## src/dsr_defs.svh

```systemverilog
// Constants for the DDR3 self refresh controller and device model
`ifndef DSR_DEFS_SVH
`define DSR_DEFS_SVH

// ----------------------------------------------------------------
// Clock and conversion
// ----------------------------------------------------------------
`define DSR_CLK_NS 50
`define DSR_CYC_UP(t) (((t) + `DSR_CLK_NS - 1) / `DSR_CLK_NS)
`define DSR_TW 10

// ----------------------------------------------------------------
// Self refresh timing
// ----------------------------------------------------------------
`define DSR_T_RP_NS 15
`define DSR_T_CKE_NS 5
`define DSR_T_CKSRE_NS 10
`define DSR_T_CKSRX_NS 10
`define DSR_T_XS_NS 170
`define DSR_T_XSDLL_CK 512
`define DSR_T_ZQOPER_CK 256
`define DSR_VREF_WR_CK 512
`define DSR_T_RP_CYC `DSR_CYC_UP(`DSR_T_RP_NS)
`define DSR_T_CKESR_CYC (`DSR_CYC_UP(`DSR_T_CKE_NS) + 1)
`define DSR_T_CKSRE_CYC `DSR_CYC_UP(`DSR_T_CKSRE_NS)
`define DSR_T_CKSRX_CYC `DSR_CYC_UP(`DSR_T_CKSRX_NS)
`define DSR_T_XS_CYC `DSR_CYC_UP(`DSR_T_XS_NS)
`define DSR_XSDLL_REST (`DSR_T_XSDLL_CK - `DSR_T_XS_CYC)
`define DSR_ZQ_WAIT_CYC ((`DSR_XSDLL_REST > `DSR_T_ZQOPER_CK) ? `DSR_XSDLL_REST : `DSR_T_ZQOPER_CK)

// ----------------------------------------------------------------
// Refresh period
// ----------------------------------------------------------------
`define DSR_REF_ROWS 8192
`define DSR_REF_MS_NORM 64
`define DSR_REF_MS_HOT 32
`define DSR_TREFI_CYC(ms) (((ms) * 1000000) / `DSR_REF_ROWS / `DSR_CLK_NS)

// ----------------------------------------------------------------
// Mode register 2 fields
// ----------------------------------------------------------------
`define DSR_MR2_BA 3'h2
`define DSR_MR2_ASR_BIT 6
`define DSR_MR2_SRT_BIT 7
`define DSR_A10_BIT 10

// ----------------------------------------------------------------
// Controller registers
// ----------------------------------------------------------------
`define DSR_REG_CTRL 4'h0
`define DSR_REG_STATUS 4'h4
`define DSR_REG_CMD 4'h8
`define DSR_CTRL_ENTER 0
`define DSR_CTRL_EXIT 1
`define DSR_CTRL_ASR 2
`define DSR_CTRL_SRT 3
`define DSR_CTRL_CLKALT 4
`define DSR_CTRL_VREF 5
`define DSR_CTRL_HOT 6
`define DSR_CTRL_ODT 7

`endif

```

## src/dsr_pkg.sv

```systemverilog
// Types shared by both ends of the self refresh link
`include "dsr_defs.svh"
package dsr_pkg;

    // ------------------------------------------------------------
    // Commands and states
    // ------------------------------------------------------------
    typedef enum logic [2:0] {
        DSR_CMD_NOP = 3'h0,
        DSR_CMD_DES = 3'h1,
        DSR_CMD_REF = 3'h2,
        DSR_CMD_PRE = 3'h3,
        DSR_CMD_ZQCL = 3'h4,
        DSR_CMD_WRITE = 3'h5,
        DSR_CMD_READ = 3'h6,
        DSR_CMD_MRS = 3'h7
    } dsr_cmd_t;

    typedef enum logic [1:0] {
        DSR_DEV_IDLE = 2'h0,
        DSR_DEV_SR = 2'h1
    } dsr_dev_st_t;

    typedef enum logic [2:0] {
        DSR_H_INIT = 3'h0,
        DSR_H_IDLE = 3'h1,
        DSR_H_PRE = 3'h2,
        DSR_H_SR = 3'h3,
        DSR_H_SRX = 3'h4,
        DSR_H_XS = 3'h5,
        DSR_H_ZQ = 3'h6
    } dsr_host_st_t;

    // ------------------------------------------------------------
    // Module state records
    // ------------------------------------------------------------
    typedef struct packed {
        logic [`DSR_TW-1:0] cnt;
        logic done;
    } dsr_tmr_t;

    typedef struct packed {
        dsr_dev_st_t st;
        logic dll_on;
        logic dll_rst;
        logic int_ref;
        logic ext_ref;
        logic [`DSR_TW-1:0] ref_cnt;
        logic auto_rate_self_refresh_bit;
        logic extended_temp_self_refresh_bit;
        logic [`DSR_TW-1:0] xs_cnt;
        logic xs_met;
        logic xsdll_met;
    } dsr_dev_t;

    typedef struct packed {
        dsr_host_st_t st;
        logic cke;
        logic odt;
        logic rst_n;
        dsr_cmd_t cmd;
        logic [2:0] ba;
        logic [15:0] addr;
        logic enter_p;
        logic exit_p;
        logic auto_rate_self_refresh_bit;
        logic extended_temp_self_refresh_bit;
        logic clk_alter;
        logic vref_float;
        logic hot;
        logic odt_req;
        logic mr2_dirty;
        logic clk_ok;
        logic ack;
        logic [31:0] rdata;
        logic [`DSR_TW-1:0] ref_cnt;
        logic ref_due;
    } dsr_host_t;

endpackage

```

## src/dsr_if.sv

```systemverilog
// Link between the memory controller and the DDR3 device
interface dsr_if;
    logic cke;
    logic rst_n;
    logic odt;
    dsr_pkg::dsr_cmd_t cmd;
    logic [2:0] ba;
    logic [15:0] addr;

    modport host (output cke, rst_n, odt, cmd, ba, addr);
    modport device (input cke, rst_n, odt, cmd, ba, addr);
endinterface

```

## src/dsr_host.sv

```systemverilog
// Memory controller end: refresh, self refresh entry and exit, bus registers
//
// Contract
// - Entry is REFRESH with CKE registered low
// - Device DLL off in, on and reset out
// - Floated reference: first WRITE 512 clocks later
// - All banks precharged, tRP met before entry
// - ODT registered low before entry command
// - CKE held low throughout self refresh
// - Device ignores all but CKE, RESET#
// - Device refreshes internally within tCKE
// - Stable clock: CKE high after tCKESR
// - Altered clock: tCKSRE after, tCKSRX before
// - Only NOP or DES during tXS
// - ZQCL, tZQoper, tXSDLL; ODT off meanwhile
// - NOP after entry and before exit
// - Exit async; intervals from first high edge
// - Hot case doubles external refresh rate
// - Hot without AUTO_RATE_SELF_REFRESH_BIT or EXTENDED_TEMP_SELF_REFRESH_BIT: no entry
// - MR2 bit 7 selects manual range
// - MR2 bit 6 enables automatic rate
// - Manual bit zero when automatic bit set
`include "dsr_defs.svh"
module dsr_host (
    // Clock and reset
    input wire logic clk_sys_in,
    input wire logic nrst_in,
    // Avalon-MM slave
    input wire logic [3:0] avs_address_in,
    input wire logic avs_read_in,
    input wire logic avs_write_in,
    input wire logic [31:0] avs_writedata_in,
    output logic [31:0] avs_readdata_out,
    output logic avs_waitrequest_out,
    // Link
    dsr_if.host link
);
    localparam dsr_pkg::dsr_host_t RST = '{st: dsr_pkg::DSR_H_INIT, cke: 1'b1, odt: 1'b0,
        rst_n: 1'b0, cmd: dsr_pkg::DSR_CMD_NOP, ba: '0, addr: '0, enter_p: 1'b0,
        exit_p: 1'b0, auto_rate_self_refresh_bit: 1'b0, extended_temp_self_refresh_bit: 1'b0, clk_alter: 1'b0, vref_float: 1'b0, hot: 1'b0,
        odt_req: 1'b0, mr2_dirty: 1'b0, clk_ok: 1'b0, ack: 1'b0, rdata: '0,
        ref_cnt: `DSR_TW'(`DSR_TREFI_CYC(`DSR_REF_MS_NORM) - 1), ref_due: 1'b0};
    dsr_pkg::dsr_host_t q;
    dsr_pkg::dsr_host_t d;
    logic [`DSR_TW-1:0] tmr_val;
    logic tmr_ld, tmr_done, vtmr_ld, vtmr_done, req, cmd_req, cmd_ok;
    logic blocked, write_ok, ctrl_wr;
    // ------------------------------------------------------------
    // Wait timers
    // ------------------------------------------------------------
    // rounded waits counted down
    dsr_wait_timer u_state_timer (
        .clk_sys_in(clk_sys_in),
        .nrst_in(nrst_in),
        .load_in(tmr_ld),
        .count_in(tmr_val),
        .done_out(tmr_done)
    );
    dsr_wait_timer u_vref_timer (
        .clk_sys_in(clk_sys_in),
        .nrst_in(nrst_in),
        .load_in(vtmr_ld),
        .count_in(`DSR_TW'(`DSR_VREF_WR_CK)),
        .done_out(vtmr_done)
    );
    // Request decode
    assign req = avs_read_in || avs_write_in;
    assign cmd_req = avs_write_in && (avs_address_in == `DSR_REG_CMD);
    assign ctrl_wr = avs_write_in && q.ack && (avs_address_in == `DSR_REG_CTRL);
    // WRITE held until reference wait done
    assign write_ok = vtmr_done;
    assign cmd_ok = (avs_writedata_in[2:0] != dsr_pkg::DSR_CMD_WRITE) || write_ok;
    // hot without either option blocks entry
    assign blocked = q.hot && !q.auto_rate_self_refresh_bit && !q.extended_temp_self_refresh_bit;
    // ------------------------------------------------------------
    // Next state
    // ------------------------------------------------------------
    always_comb
    begin
        d = q;
        tmr_ld = 1'b0;
        tmr_val = '0;
        vtmr_ld = 1'b0;
        d.cmd = dsr_pkg::DSR_CMD_NOP;
        d.ba = '0;
        d.addr = '0;
        d.ack = 1'b0;
        d.rst_n = 1'b1;
        // Register reads and plain writes answer one cycle later
        if (req && !q.ack && !cmd_req)
        begin
            d.ack = 1'b1;
            case (avs_address_in)
                `DSR_REG_CTRL:
                    d.rdata = {24'h000000, q.odt_req, q.hot, q.vref_float, q.clk_alter,
                        q.extended_temp_self_refresh_bit, q.auto_rate_self_refresh_bit, q.exit_p, q.enter_p};
                `DSR_REG_STATUS:
                    d.rdata = {23'h000000, q.ref_due, q.enter_p, blocked, q.clk_ok,
                        write_ok, (q.st == dsr_pkg::DSR_H_SR), q.st};
                default:
                    d.rdata = 32'h00000000;
            endcase
        end
        if (ctrl_wr)
        begin
            d.enter_p = q.enter_p || avs_writedata_in[`DSR_CTRL_ENTER];
            d.exit_p = q.exit_p || avs_writedata_in[`DSR_CTRL_EXIT];
            d.auto_rate_self_refresh_bit = avs_writedata_in[`DSR_CTRL_ASR];
            d.extended_temp_self_refresh_bit = avs_writedata_in[`DSR_CTRL_SRT];
            d.clk_alter = avs_writedata_in[`DSR_CTRL_CLKALT];
            d.vref_float = avs_writedata_in[`DSR_CTRL_VREF];
            d.hot = avs_writedata_in[`DSR_CTRL_HOT];
            d.odt_req = avs_writedata_in[`DSR_CTRL_ODT];
            d.mr2_dirty = q.mr2_dirty || (d.auto_rate_self_refresh_bit != q.auto_rate_self_refresh_bit) || (d.extended_temp_self_refresh_bit != q.extended_temp_self_refresh_bit);
        end
        // interval halves when hot; zero cycle counts
        if (q.ref_cnt == '0)
        begin
            d.ref_due = 1'b1;
            d.ref_cnt = q.hot ? `DSR_TW'(`DSR_TREFI_CYC(`DSR_REF_MS_HOT) - 1) :
                `DSR_TW'(`DSR_TREFI_CYC(`DSR_REF_MS_NORM) - 1);
        end
        else
            d.ref_cnt = q.ref_cnt - `DSR_TW'(1);
        case (q.st)
            dsr_pkg::DSR_H_INIT:
            begin
                d.cmd = dsr_pkg::DSR_CMD_MRS;
                d.ba = `DSR_MR2_BA;
                d.addr[`DSR_MR2_ASR_BIT] = q.auto_rate_self_refresh_bit;
                d.addr[`DSR_MR2_SRT_BIT] = q.extended_temp_self_refresh_bit && !q.auto_rate_self_refresh_bit;
                d.mr2_dirty = 1'b0;
                d.st = dsr_pkg::DSR_H_IDLE;
            end
            dsr_pkg::DSR_H_IDLE:
            begin
                if (cmd_req && cmd_ok)
                begin
                    if (q.ack)
                    begin
                        d.cmd = dsr_pkg::dsr_cmd_t'(avs_writedata_in[2:0]);
                        d.ba = avs_writedata_in[5:3];
                        d.addr = avs_writedata_in[31:16];
                    end
                    else
                        d.ack = 1'b1;
                end
                else if (q.ref_due)
                begin
                    d.cmd = dsr_pkg::DSR_CMD_REF;
                    d.ref_due = 1'b0;
                end
                else if (q.mr2_dirty)
                    d.st = dsr_pkg::DSR_H_INIT;
                else if (q.enter_p && !blocked)
                begin
                    d.cmd = dsr_pkg::DSR_CMD_PRE;
                    d.addr[`DSR_A10_BIT] = 1'b1;
                    tmr_ld = 1'b1;
                    tmr_val = `DSR_TW'(`DSR_T_RP_CYC);
                    d.st = dsr_pkg::DSR_H_PRE;
                end
            end
            dsr_pkg::DSR_H_PRE:
            begin
                if (tmr_done)
                begin
                    d.cmd = dsr_pkg::DSR_CMD_REF;
                    d.cke = 1'b0;
                    // A request written in this same cycle survives
                    d.enter_p = ctrl_wr && avs_writedata_in[`DSR_CTRL_ENTER];
                    d.exit_p = ctrl_wr && avs_writedata_in[`DSR_CTRL_EXIT];
                    tmr_ld = 1'b1;
                    tmr_val = q.clk_alter ? `DSR_TW'(`DSR_T_CKSRE_CYC) :
                        `DSR_TW'(`DSR_T_CKESR_CYC);
                    d.st = dsr_pkg::DSR_H_SR;
                end
            end
            dsr_pkg::DSR_H_SR:
            begin
                d.cke = 1'b0;
                d.ref_cnt = q.ref_cnt;
                d.ref_due = 1'b0;
                d.clk_ok = tmr_done && q.clk_alter;
                if (tmr_done && q.exit_p)
                begin
                    d.exit_p = ctrl_wr && avs_writedata_in[`DSR_CTRL_EXIT];
                    d.clk_ok = 1'b0;
                    tmr_ld = 1'b1;
                    if (q.clk_alter)
                    begin
                        // stable clock tCKSRX before CKE high
                        tmr_val = `DSR_TW'(`DSR_T_CKSRX_CYC);
                        d.st = dsr_pkg::DSR_H_SRX;
                    end
                    else
                    begin
                        d.cke = 1'b1;
                        tmr_val = `DSR_TW'(`DSR_T_XS_CYC);
                        vtmr_ld = q.vref_float;
                        d.st = dsr_pkg::DSR_H_XS;
                    end
                end
            end
            dsr_pkg::DSR_H_SRX:
            begin
                d.cke = 1'b0;
                if (tmr_done)
                begin
                    d.cke = 1'b1;
                    tmr_ld = 1'b1;
                    tmr_val = `DSR_TW'(`DSR_T_XS_CYC);
                    vtmr_ld = q.vref_float;
                    d.st = dsr_pkg::DSR_H_XS;
                end
            end
            dsr_pkg::DSR_H_XS:
            begin
                if (tmr_done)
                begin
                    d.cmd = dsr_pkg::DSR_CMD_ZQCL;
                    tmr_ld = 1'b1;
                    tmr_val = `DSR_TW'(`DSR_ZQ_WAIT_CYC);
                    d.ref_cnt = '0;
                    d.st = dsr_pkg::DSR_H_ZQ;
                end
            end
            dsr_pkg::DSR_H_ZQ:
                if (tmr_done)
                    d.st = dsr_pkg::DSR_H_IDLE;
            default:
                d.st = dsr_pkg::DSR_H_INIT;
        endcase
        d.odt = d.odt_req && (d.st == dsr_pkg::DSR_H_IDLE) && (q.st == dsr_pkg::DSR_H_IDLE);
    end

    // State register
    always_ff @(posedge clk_sys_in or negedge nrst_in)
    begin
        if (!nrst_in)
            q <= RST;
        else
            q <= d;
    end
    // ------------------------------------------------------------
    // Outputs
    // ------------------------------------------------------------
    assign avs_readdata_out = q.rdata;
    assign avs_waitrequest_out = req && !q.ack;
    assign link.cke = q.cke;
    assign link.odt = q.odt;
    assign link.rst_n = q.rst_n;
    assign link.cmd = q.cmd;
    assign link.ba = q.ba;
    assign link.addr = q.addr;
endmodule

```

## src/dsr_wait_timer.sv

```systemverilog
// Down counter that flags when a loaded wait has elapsed
`include "dsr_defs.svh"
module dsr_wait_timer (
    // Clock and reset
    input wire logic clk_sys_in,
    input wire logic nrst_in,
    // Load
    input wire logic load_in,
    input wire logic [`DSR_TW-1:0] count_in,
    // Status
    output logic done_out
);
    dsr_pkg::dsr_tmr_t q;
    dsr_pkg::dsr_tmr_t d;

    // Next count
    always_comb
    begin
        d = q;
        if (load_in)
        begin
            d.cnt = count_in;
        end
        else if (q.cnt != '0)
        begin
            d.cnt = q.cnt - `DSR_TW'(1);
        end
        d.done = (d.cnt == '0);
    end

    // State register
    always_ff @(posedge clk_sys_in or negedge nrst_in)
    begin
        if (!nrst_in)
        begin
            q <= '{cnt: '0, done: 1'b1};
        end
        else
        begin
            q <= d;
        end
    end

    assign done_out = q.done;
endmodule

```

## src/flat_wrapper.sv

```systemverilog
// flat-port wrapper written by rule: the top's interface ports become plain ports
module dsr_host_flat 
  (clk_sys_in, nrst_in, avs_address_in, avs_read_in, avs_write_in, avs_writedata_in, avs_readdata_out, avs_waitrequest_out, link_cke, link_rst_n, link_odt, link_cmd, link_ba, link_addr);
  dsr_if link_i ();
  input wire logic clk_sys_in;
  input wire logic nrst_in;
  input wire logic [3:0] avs_address_in;
  input wire logic avs_read_in;
  input wire logic avs_write_in;
  input wire logic [31:0] avs_writedata_in;
  output logic [31:0] avs_readdata_out;
  output logic avs_waitrequest_out;
  output wire logic [$bits(link_i.cke)-1:0] link_cke;
  output wire logic [$bits(link_i.rst_n)-1:0] link_rst_n;
  output wire logic [$bits(link_i.odt)-1:0] link_odt;
  output wire logic [$bits(link_i.cmd)-1:0] link_cmd;
  output wire logic [$bits(link_i.ba)-1:0] link_ba;
  output wire logic [$bits(link_i.addr)-1:0] link_addr;
  assign link_cke = link_i.cke;
  assign link_rst_n = link_i.rst_n;
  assign link_odt = link_i.odt;
  assign link_cmd = link_i.cmd;
  assign link_ba = link_i.ba;
  assign link_addr = link_i.addr;
  dsr_host u_core (.clk_sys_in(clk_sys_in), .nrst_in(nrst_in), .avs_address_in(avs_address_in), .avs_read_in(avs_read_in), .avs_write_in(avs_write_in), .avs_writedata_in(avs_writedata_in), .avs_readdata_out(avs_readdata_out), .avs_waitrequest_out(avs_waitrequest_out), .link(link_i));
endmodule
```

## config.mk

```make
export PLATFORM = sky130hd
export DESIGN_NAME = dsr_host_flat
export DESIGN_NICKNAME = d
export VERILOG_FILES = /design/src/dsr_pkg.sv /design/src/dsr_if.sv /design/src/dsr_host.sv /design/src/dsr_wait_timer.sv /design/src/flat_wrapper.sv
export VERILOG_INCLUDE_DIRS = /design/src /design/src/src
export SDC_FILE = /design/constraint.sdc
export NUM_CORES = 1
export LEC_CHECK = 0
export BUFFER_PORTS_ARGS = -buffer_cell sky130_fd_sc_hd__buf_4
export CORE_ASPECT_RATIO = 1.25
export CORE_MARGIN = 5
export CORE_UTILIZATION = 55
export CTS_CLUSTER_SIZE = 24
export DETAILED_ROUTE_END_ITERATION = 10
export GPL_TIMING_DRIVEN = 0
export HOLD_SLACK_MARGIN = 0.02
export PLACE_DENSITY_LB_ADDON = 0.12
export SYNTH_ARGS = -nofsm -noshare
export SYNTH_HDL_FRONTEND = slang
export SYNTH_SLANG_ARGS = --single-unit
export TNS_END_PERCENT = 100
```

## constraint.sdc

```tcl
create_clock -name clk_sys_in -period 7.26 [get_ports clk_sys_in]
set_input_delay 0.363 -clock clk_sys_in [delete_from_list [all_inputs] [get_ports clk_sys_in]]
set_output_delay 0.363 -clock clk_sys_in [all_outputs]
set_load 0.02 [all_outputs]
```

==> results of run 1 <==
-- routing by layer --
layer	vias up	wire, µm
li1	1890	-
met1	1841	4359
met3	19	606
met2	124	5254
met5	-	0
met4	0	234
-- synthesized netlist by cell type, types with 5 or more instances --
cell type	number	area share, %
or4_1	5	0.82
or3_1	5	0.68
dfstp_2	8	4.6
ha_1	5	1.4
a31oi_1	10	1.4
and2_1	14	1.9
nor2_1	48	3.9
buf_4	56	9.1
nand2_1	25	2.0
xnor2_1	5	0.95
inv_1	21	1.7
nor3_1	16	1.7
a22oi_1	9	1.5
nand3_1	12	1.3
clkbuf_1	15	1.2
nor4_1	5	0.68
o21ai_0	22	2.4
mux2_2	6	1.5
nor2b_1	5	0.68
a21oi_1	32	3.5
dfrtp_1	73	40
and3_1	5	0.68
-- flip-flops by register name, indices dropped and copies added, names as in the netlist, 3 cells and up --
| signal | count |
|---|---|
| u_core.link.ba | 3 |
| u_core.u_vref_timer.q | 10 |
| u_core.link.addr | 16 |
| u_core.avs_readdata_out | 9 |
| u_core.q | 25 |
| u_core.u_state_timer.q | 10 |
| u_core.link.cmd | 3 |
-- path summary, 6_finish.rpt --
| path | cells past startpoint | start | slack (ns) | endpoint |
|---|---|---|---|---|
| worst max-delay path | 7 | u_core.u_state_timer.q[1]$_DFF_PN0_ | 4.59 | u_core.u_state_timer.done_out$_DFF_PN1_ |
| worst min-delay path | 1 | nrst_in | 0.15 | u_core.link.addr[0]$_DFF_PN0_ |
| worst max register to register | 7 | u_core.u_state_timer.q[1]$_DFF_PN0_ | 4.59 | u_core.u_state_timer.done_out$_DFF_PN1_ |
| worst min register to register | 2 | u_core.q[44]$_DFFE_PN0P_ | 0.48 | u_core.q[44]$_DFFE_PN0P_ |
| max in group asynchronous | 1 | nrst_in | 6.45 | u_core.q[3]$_DFFE_PN0N_ |
| min in group clk_sys_in | 2 | avs_writedata_in[28] | 0.20 | u_core.link.addr[12]$_DFF_PN0_ |
-- layout by cell type (no fill, tap or decap), types with 9 or more instances in the layout --
master and instances:
clkbuf_1 15, o21ai_0 22, nor2_1 48, a31oi_1 10, nand2_1 25, conb_1 24, inv_1 21, a21oi_1 32
clkbuf_8 10, buf_4 122, a22oi_1 9, and2_1 14, nand3_1 12, nor3_1 16, dfrtp_1 73
-- logic make-up (layout without fill, tap and decap cells) --
kind of cell,after synthesis,after routing,share of synthesized area [%]
AOI/OAI and AO/OA,122,122,17.83
xor gates and xnor gates,7,7,1.334
adders and majority gates,5,5,1.361
buffers and inverters,96,178,12.52
DFF,81,81,44.31
muxes,9,9,2.123
other,2,24,0.1634
and+or+nand+nor,172,172,20.36
-- through the flow --
step           utilization, %  setup slack (ns)
5_1_grt                 67.43             4.322
2_1_floorplan               -             4.988
3_5_place_dp            64.77             4.660
3_3_place_gp            64.64             4.697
6_report                67.43             4.585
4_1_cts                 67.43             4.614
-- where the power goes --
| part | internal [µW] | total [µW] | switching (µW) |
|---|---|---|---|
| clock | 200 | 366 | 165 |
| combinational | 61.5 | 133 | 71.4 |
| sequential | 470 | 490 | 20.0 |
-- layout make-up --
cell class              instances  area [µm²]
fillers                       721        2669
inverters                      21       78.83
clock inverters                 5       80.08
multi-input cells             339        2067
flip-flops and latches         81        2037
plain buffers                  75       496.7
well taps                      97       121.4
clock buffers                  10       137.6
repair buffers                 67       506.7
-- worst reg2reg max path: cells and delay by family, from the launching register on --
family / cells / cell delay (ns)
AOI/OAI and AO/OA: 2 / 0.71
adders and majority gates: 1 / 0.30
buffers and inverters: 1 / 0.10
DFF: 1 / 0.41
and+or+nand+nor: 3 / 1.05
==> flow_metrics.py, run 1 <==
metrics = {
    "routing": {
        "drc": 0,
        "wirelength_mm": 10.46,
        "route.vias.total": 3874,
        "drtIter0Drc": 196,
        "wire_per_inst_um": 15.04,
        "ant_nets": 0,
        "first_pass_iters": 5,
        "vias_per_cell": 5.574,
    },
    "setup_path": {
        "crit_path_cell_trace": "inv_1, ha_1, nor4b_1, nand3b_1, a31oi_1, nand4_1, a2111oi_2",
        "crit_path_end_kind": "flop",
        "cp.arrival_ns": 2.93,
        "critPathMaxFanout": 8,
        "crit_path_top_delay_cell": "nor4b_1",
        "cp_slowest_stage_delay_ns": 0.50,
        "required_ns": 7.52,
        "start_kind": "flop",
        "crit_buf_inv": 1,
        "path_class": "flop to flop",
        "path_delay_family": "simple AND/OR/NAND/NOR gates",
    },
    "place": {
        "gp_congestion": 0.9436,
        "dp_hpwl_mm": 7.570,
        "dpl_cell_area_um2": 5308,
        "port-buffer-count": 66,
        "dp_cells": 680,
    },
    "die": {
        "core_um2": 8194,
        "die_y_um": 112.2,
        "start_util_pct": 56.10,
        "pin_count": 98,
        "rows": 37,
        "die_area_um2": 10300,
        "die_w_um": 91.77,
    },
    "grt": {
        "busiest_layer": "met2",
        "grt_overflow": 0,
        "met3_usage_pct": 3.887,
        "grt_pass1_wl_mm": 17.91,
        "antenna_found_initial": 0,
        "grtUsageMet2_pct": 35.40,
        "met1_usage_pct": 26.66,
        "grt_pass1_vias": 3733,
        "grt_use_total_pct": 21.23,
        "grt_max_degree": 82,
    },
    "sta": {
        "rsz0062_at_grt": "no",
        "setup_tns_ns": 0,
        "min_period_over_period_pct": 36.84,
        "fmax_mhz": 373.8,
        "min_period_ns": 2.675,
        "drv_slew": 0,
        "setup_violations": 0,
        "worst_slew_pin_slew_ns": 1.122,
        "skew_ns": 0.009416,
        "hold_slack_ns": 0.1493,
        "relSlewSlack_pct": 24.62,
        "final_hold_viol_count": 0,
    },
    "layout": {
        "areaGrowthSynthToFinish_pct": 20.20,
        "fin_nets": 639,
        "fin_area_um2": 5525,
        "stdcell_count": 695,
        "diodes": 0,
        "drive_gt1_share_pct": 28.43,
    },
    "yosys": {
        "avgSynthCellArea_um2": 9.305,
        "syn_area_um2": 4597,
        "yosysSeqAreaShare_pct": 44.31,
        "synth_enable_flop_cells": 0,
        "ys_seq_elements": 81,
        "synth-main-ff-cell": "dfrtp_1",
        "yosys.cell_types.count": 65,
        "synthesis.instances": 494,
        "ys_warn_count": 0,
        "synthArstFlopShare_pct": 100.0,
    },
    "cts": {
        "cts_tree": "built",
        "clkTransAtPathRegs_ns": 0.08,
        "numCtsBuffers": 9,
        "cts_resized": 0,
        "cts_hold_buf": 0,
        "cts_buffer_depth": 2,
        "htreeDepth": 3,
        "clock_latency_ns": 0.37,
        "clock_sinks": 81,
        "cts_setup_buffers": 0,
        "cts_root_buf": "clkbuf_8",
    },
    "power_and_ir_drop": {
        "p_leak_uw": 0.002731,
        "peakVddDrop_uv": 90.50,
        "powerDensity_nw_per_um2": 178.9,
        "p_total_uw": 988.7,
    },
    "hold_path": {
        "hold_path.class": "input port to asynchronous set/reset pin",
    },
    "run": {
        "drv_cap": 0,
    },
    "run_status": {
        "outcome": "finished clean",
    },
}
Note: power is estimated with default switching activity, not from simulation.
==> run 2: changes to the inputs <==
--- a/config.mk
+++ b/config.mk
@@ -9,7 +9,7 @@
 export BUFFER_PORTS_ARGS = -buffer_cell sky130_fd_sc_hd__buf_4
 export CORE_ASPECT_RATIO = 1.25
 export CORE_MARGIN = 5
-export CORE_UTILIZATION = 55
+export CORE_UTILIZATION = 50
 export CTS_CLUSTER_SIZE = 24
 export DETAILED_ROUTE_END_ITERATION = 10
 export GPL_TIMING_DRIVEN = 0
==> constraint.sdc (replaced) <==
create_clock -name clk_sys_in -period 2.2 [get_ports clk_sys_in]
set_input_delay 0.11 -clock clk_sys_in [delete_from_list [all_inputs] [get_ports clk_sys_in]]
set_output_delay 0.11 -clock clk_sys_in [all_outputs]
set_load 0.02 [all_outputs]
==> flow_metrics.py, run 2 (same netlist as run 1, synthesis figures left out) <==
metrics = {
    "layout": {
        "largest_reg_flops": 25,
        "multi_input_area_um2": 2180,
        "seq_area_um2": 2041,
        "fin_nets": 662,
        "diodes": 0,
        "drive_gt1_share_pct": 32.96,
        "final_common_cell": "buf_4",
        "areaGrowthSynthToFinish_pct": 29.40,
        "final_cell_mix": "buf_4 (132), dfrtp_1 (70), nor2_1 (46), a21oi_1 (31), nand2_1 (25)",
        "regMostFlops": "u_core.q",
        "fill_cells": 760,
    },
    "run_status": {
        "violations": "negative setup slack",
        "outcome": "finished with violations",
    },
    "routing": {
        "drtIter0Drc": 410,
        "drc": 0,
        "ant_nets": 0,
        "wirelength_mm": 11.18,
        "wire_per_inst_um": 15.01,
        "first_pass_iters": 5,
        "vias_per_cell": 5.397,
        "route.vias.total": 4021,
    },
    "setup_path": {
        "cp.arrival_ns": 2.60,
        "crit_path_cell_trace": "inv_2, ha_4, or4b_4, or4_4, a21oi_2, a31oi_1, a2111oi_2",
        "cp_slowest_stage_delay_ns": 0.50,
        "critPathMaxFanout": 6,
        "crit_path_top_delay_cell": "or4b_4",
        "required_ns": 2.41,
        "start_kind": "flop",
        "crit_path_end_kind": "flop",
        "path_class": "flop to flop",
    },
    "die": {
        "rows": 39,
        "die_y_um": 117.2,
        "core_um2": 9076,
        "pin_count": 98,
        "die_w_um": 95.76,
        "start_util_pct": 50.65,
        "die_area_um2": 11220,
    },
    "cts": {
        "numCtsBuffers": 9,
        "clkTransAtPathRegs_ns": 0.06,
        "clock_latency_ns": 0.33,
        "clock_sinks": 81,
        "htreeDepth": 3,
        "cts_root_buf": "clkbuf_16",
        "cts_buffer_depth": 2,
        "cts_tree": "built",
    },
    "sta": {
        "final_hold_viol_count": 0,
        "rsz0062_at_grt": "yes",
        "skew_ns": 0.005451,
        "hold_slack_ns": 0.03667,
        "fmax_mhz": 418.9,
        "min_period_over_period_pct": 108.5,
        "worst_slew_pin_slew_ns": 0.9847,
        "setup_tns_ns": -0.1871,
        "relSlewSlack_pct": 34.36,
        "timing.final.ws_setup_ns": -0.1871,
        "drv_slew": 0,
        "min_period_ns": 2.387,
        "setup_violations": 1,
    },
    "place": {
        "dp_hpwl_mm": 7.784,
        "gp_congestion": 0.8650,
        "port-buffer-count": 66,
    },
    "run": {
        "drv_cap": 0,
    },
    "power_and_ir_drop": {
        "peakVddDrop_uv": 375.3,
        "p_leak_uw": 0.002919,
        "powerDensity_nw_per_um2": 582.3,
    },
    "hold_path": {
        "hold_path.class": "input port to flop",
    },
    "grt": {
        "grt_overflow": 0,
        "grt_use_total_pct": 20.56,
        "grt_pass1_wl_mm": 18.18,
        "antenna_found_initial": 0,
        "grt_max_degree": 82,
        "grt_pass1_vias": 3836,
    },
}
[run 2: per-layer routing]
layer / up-vias / wire [µm] / track usage, %
met5: - / 0 / 0
met4: 0 / 236 / 6.641
met3: 24 / 728 / 4.987
met2: 145 / 5771 / 36.32
met1: 1917 / 4446 / 24.48
li1: 1935 / - / -
[run 2: final timing paths]
kind | from | endpoint | slack [ns] | depth (start not counted)
worst max-delay path | u_core.u_state_timer.q[2]$_DFF_PN0_ | u_core.u_state_timer.done_out$_DFF_PN1_ | -0.19 | 7
worst min-delay path | avs_writedata_in[7] | u_core.q[46]$_DFF_PN0_ | 0.04 | 2
worst max register to register | u_core.u_state_timer.q[2]$_DFF_PN0_ | u_core.u_state_timer.done_out$_DFF_PN1_ | -0.19 | 7
worst min register to register | u_core.q[44]$_DFFE_PN0P_ | u_core.q[44]$_DFFE_PN0P_ | 0.49 | 2
max in group asynchronous | nrst_in | u_core.u_state_timer.q[2]$_DFF_PN0_ | 1.01 | 2
min in group asynchronous | nrst_in | u_core.link.addr[2]$_DFF_PN0_ | 0.50 | 2
[run 2: layout make-up]
| class | count | share of cell area (%) |
|---|---|---|
| sequential | 81 | 34.31 |
| inverter | 21 | 1.325 |
| timing repair buffer | 91 | 12.12 |
| clock inverter | 3 | 0.2524 |
| tap | 123 | 2.587 |
| buffer | 74 | 8.393 |
| clock buffer | 13 | 4.375 |
| multi-input combinational | 339 | 36.64 |
[run 2: stage by stage]
stage / setup slack (ns) / utilization [%] / instances / total power [µW] / instance area (µm²)
2_1_floorplan: 0.01288 / - / 516 / 1899 / 4692
6_report: -0.1871 / 65.54 / 745 / 3464 / 5948
3_3_place_gp: -0.3096 / 58.85 / 705 / 2075 / 5341
4_1_cts: -0.1448 / 64.09 / 738 / 3489 / 5817
5_1_grt: -0.2478 / 65.54 / 745 / 3619 / 5948
3_5_place_dp: -0.3539 / 58.85 / 705 / 2084 / 5341
[run 2: critical path, delay by kind of cell, from the launching register on]
family / cells / cell delay (ns)
AOI/OAI and AO/OA: 3 / 0.68
adders and majority gates: 1 / 0.15
buffers and inverters: 1 / 0.07
DFF: 1 / 0.43
and+or+nand+nor: 2 / 0.94
[run 2: power by group]
part	switching, µW	internal, µW
clock network	552	820
logic	240	221
registers	76.1	1560
[run 2: what timing repair did]
action / in CTS / in global routing
pin swaps: 3 / 3
resized for setup: 9 / 19
hold endpoints to repair: 87 / 0
endpoints found under the setup margin: 28 / 28
setup buffers: 2 / 8
hold buffers: 15 / 0
cloned: 0 / 0
==> run 3: changes to the inputs <==
--- a/config.mk
+++ b/config.mk
@@ -9,7 +9,7 @@
 export BUFFER_PORTS_ARGS = -buffer_cell sky130_fd_sc_hd__buf_4
 export CORE_ASPECT_RATIO = 1.25
 export CORE_MARGIN = 5
-export CORE_UTILIZATION = 50
+export CORE_UTILIZATION = 55
 export CTS_CLUSTER_SIZE = 24
 export DETAILED_ROUTE_END_ITERATION = 10
 export GPL_TIMING_DRIVEN = 0
==> constraint.sdc (replaced) <==
create_clock -name clk_sys_in -period 3.01 [get_ports clk_sys_in]
set_input_delay 0.1505 -clock clk_sys_in [delete_from_list [all_inputs] [get_ports clk_sys_in]]
set_output_delay 0.1505 -clock clk_sys_in [all_outputs]
set_load 0.02 [all_outputs]
==> flow_metrics.py, run 3 (same netlist as run 1, synthesis figures left out) <==
metrics = {
    "die": {
        "core_um2": 8194,
        "start_util_pct": 56.10,
        "rows": 37,
        "pin_count": 98,
        "die_w_um": 91.77,
        "die_area_um2": 10300,
        "die_y_um": 112.2,
    },
    "setup_path": {
        "required_ns": 3.27,
        "crit_path_top_delay_cell": "nor4b_1",
        "crit_path_end_kind": "flop",
        "start_kind": "flop",
        "crit_path_cell_trace": "inv_1, ha_1, nor4b_1, nand3b_1, a31oi_1, nand4_1, a2111oi_2",
        "ff2ff_path_depth": 7,
        "cp.arrival_ns": 2.88,
        "critPathMaxFanout": 8,
        "path_class": "flop to flop",
        "cp_slowest_stage_delay_ns": 0.48,
    },
    "place": {
        "gp_congestion": 0.9436,
        "port-buffer-count": 66,
        "dp_hpwl_mm": 7.570,
        "dpl_worst_slack_ns": 0.4103,
        "dp_cells": 680,
        "dpl_cell_area_um2": 5308,
    },
    "sta": {
        "final_hold_viol_count": 0,
        "worst_slew_pin_slew_ns": 1.125,
        "timing.final.ws_setup_ns": 0.3876,
        "min_period_over_period_pct": 87.12,
        "setup_tns_ns": 0,
        "min_period_ns": 2.622,
        "relSlewSlack_pct": 24.44,
        "drv_slew": 0,
        "setup_violations": 0,
        "skew_ns": 0.01004,
        "rsz0062_at_grt": "no",
        "fmax_mhz": 381.3,
    },
    "cts": {
        "clkTransAtPathRegs_ns": 0.08,
        "cts_setup_buffers": 0,
        "cts_buffer_depth": 2,
        "numCtsBuffers": 9,
        "htreeDepth": 3,
        "cts_root_buf": "clkbuf_8",
        "cts_tree": "built",
        "clock_latency_ns": 0.37,
        "clock_sinks": 81,
    },
    "routing": {
        "wire_per_inst_um": 15.15,
        "wirelength_mm": 10.74,
        "first_pass_iters": 5,
        "drc": 0,
        "ant_nets": 0,
        "route.vias.total": 3956,
        "drtIter0Drc": 156,
        "vias_per_cell": 5.580,
    },
    "layout": {
        "fill_cells": 688,
        "largest_reg_flops": 25,
        "drive_gt1_share_pct": 27.78,
        "fin_area_um2": 5665,
        "regMostFlops": "u_core.q",
        "fin_nets": 653,
        "multi_input_area_um2": 2067,
        "stdcell_count": 709,
        "areaGrowthSynthToFinish_pct": 23.24,
        "final_cell_mix": "buf_4 (122), dfrtp_1 (73), nor2_1 (48), a21oi_1 (32), nand2_1 (25)",
        "final_common_cell": "buf_4",
        "diodes": 0,
        "seq_area_um2": 2037,
    },
    "grt": {
        "grt_overflow": 0,
        "grtUsageMet2_pct": 36.37,
        "busiest_layer": "met2",
        "grt_pass1_vias": 3811,
        "antenna_found_initial": 0,
        "grt_max_degree": 82,
        "grt_pass1_wl_mm": 18.29,
        "grt_use_total_pct": 21.73,
        "met3_usage_pct": 3.619,
        "met1_usage_pct": 27.19,
    },
    "power_and_ir_drop": {
        "peakVddDrop_uv": 218.0,
        "p_leak_uw": 0.002790,
        "powerDensity_nw_per_um2": 423.4,
        "p_total_uw": 2399,
    },
    "hold_path": {
        "hold_path.class": "input port to flop",
        "min_path_cells": 2,
    },
    "run_status": {
        "outcome": "finished clean",
    },
    "run": {
        "drv_cap": 0,
    },
}
## run 3: changes by cell type in the layout (fill, tap and decap cells not counted), sizes merged
cell	delta
clkinvlp	+2
clkinv	-2
clkdlybuf4s15	+1
clkbuf	-3
bufinv	+2
buf	-9
dlygate4sd3	-1
## run 3: worst max-delay path: cells and delay by family, from the launching register on
family                     cells  cell delay, ns
and+or+nand+nor                3            1.00
AOI/OAI and AO/OA              2            0.70
DFF                            1            0.42
adders and majority gates      1            0.30
buffers and inverters          1            0.10
## run 3: repair_timing
action                    in CTS  in global routing
hold endpoints to repair      86                  0
hold buffers                  14                  0
gates resized for setup        0                  0
## run 3: layout make-up
cell class / instances / share of cell area [%]
inverters: 21 / 1.391
plain buffers: 75 / 8.768
clock buffers: 10 / 2.429
well taps: 97 / 2.142
clock inverters: 5 / 1.413
repair buffers: 81 / 11.42
multi-input cells: 339 / 36.48
flip-flops and latches: 81 / 35.95
## run 3: where the power goes
group | leakage [µW] | switching (µW) | total (µW) | internal (µW)
sequential | 0.00102 | 47.6 | 1180 | 1130
clock | 0.000104 | 398 | 881 | 483
combinational | 0.00166 | 176 | 336 | 160
total | 0.00279 | 621 | 2400 | 1780
## run 3: routing by layer
layer,share of wire (%),wire [µm]
met1,41,4388
met3,5.8,626
met2,51,5438
met5,0,0
met4,2.7,288
## run 3: stage by stage
stage / util [%] / hold slack, ns
after floorplan: - / -0.1451
after global placement: 64.64 / 0.3606
after detailed placement: 64.77 / 0.3643
after CTS: 69.14 / 0.02584
after global routing: 69.14 / 0.02721
final: 69.14 / 0.02527
## run 3: worst paths after layout
check | slack, ns | startpoint | endpoint
setup / recovery | 0.39 | u_core.u_state_timer.q[1]$_DFF_PN0_ | u_core.u_state_timer.done_out$_DFF_PN1_
hold / removal | 0.03 | avs_writedata_in[7] | u_core.q[46]$_DFF_PN0_
setup reg to reg | 0.39 | u_core.u_state_timer.q[1]$_DFF_PN0_ | u_core.u_state_timer.done_out$_DFF_PN1_
hold reg to reg | 0.48 | u_core.q[44]$_DFFE_PN0P_ | u_core.q[44]$_DFFE_PN0P_
max in group asynchronous | 1.87 | nrst_in | u_core.q[9]$_DFFE_PN0N_
min in group asynchronous | 0.48 | nrst_in | u_core.link.addr[0]$_DFF_PN0_
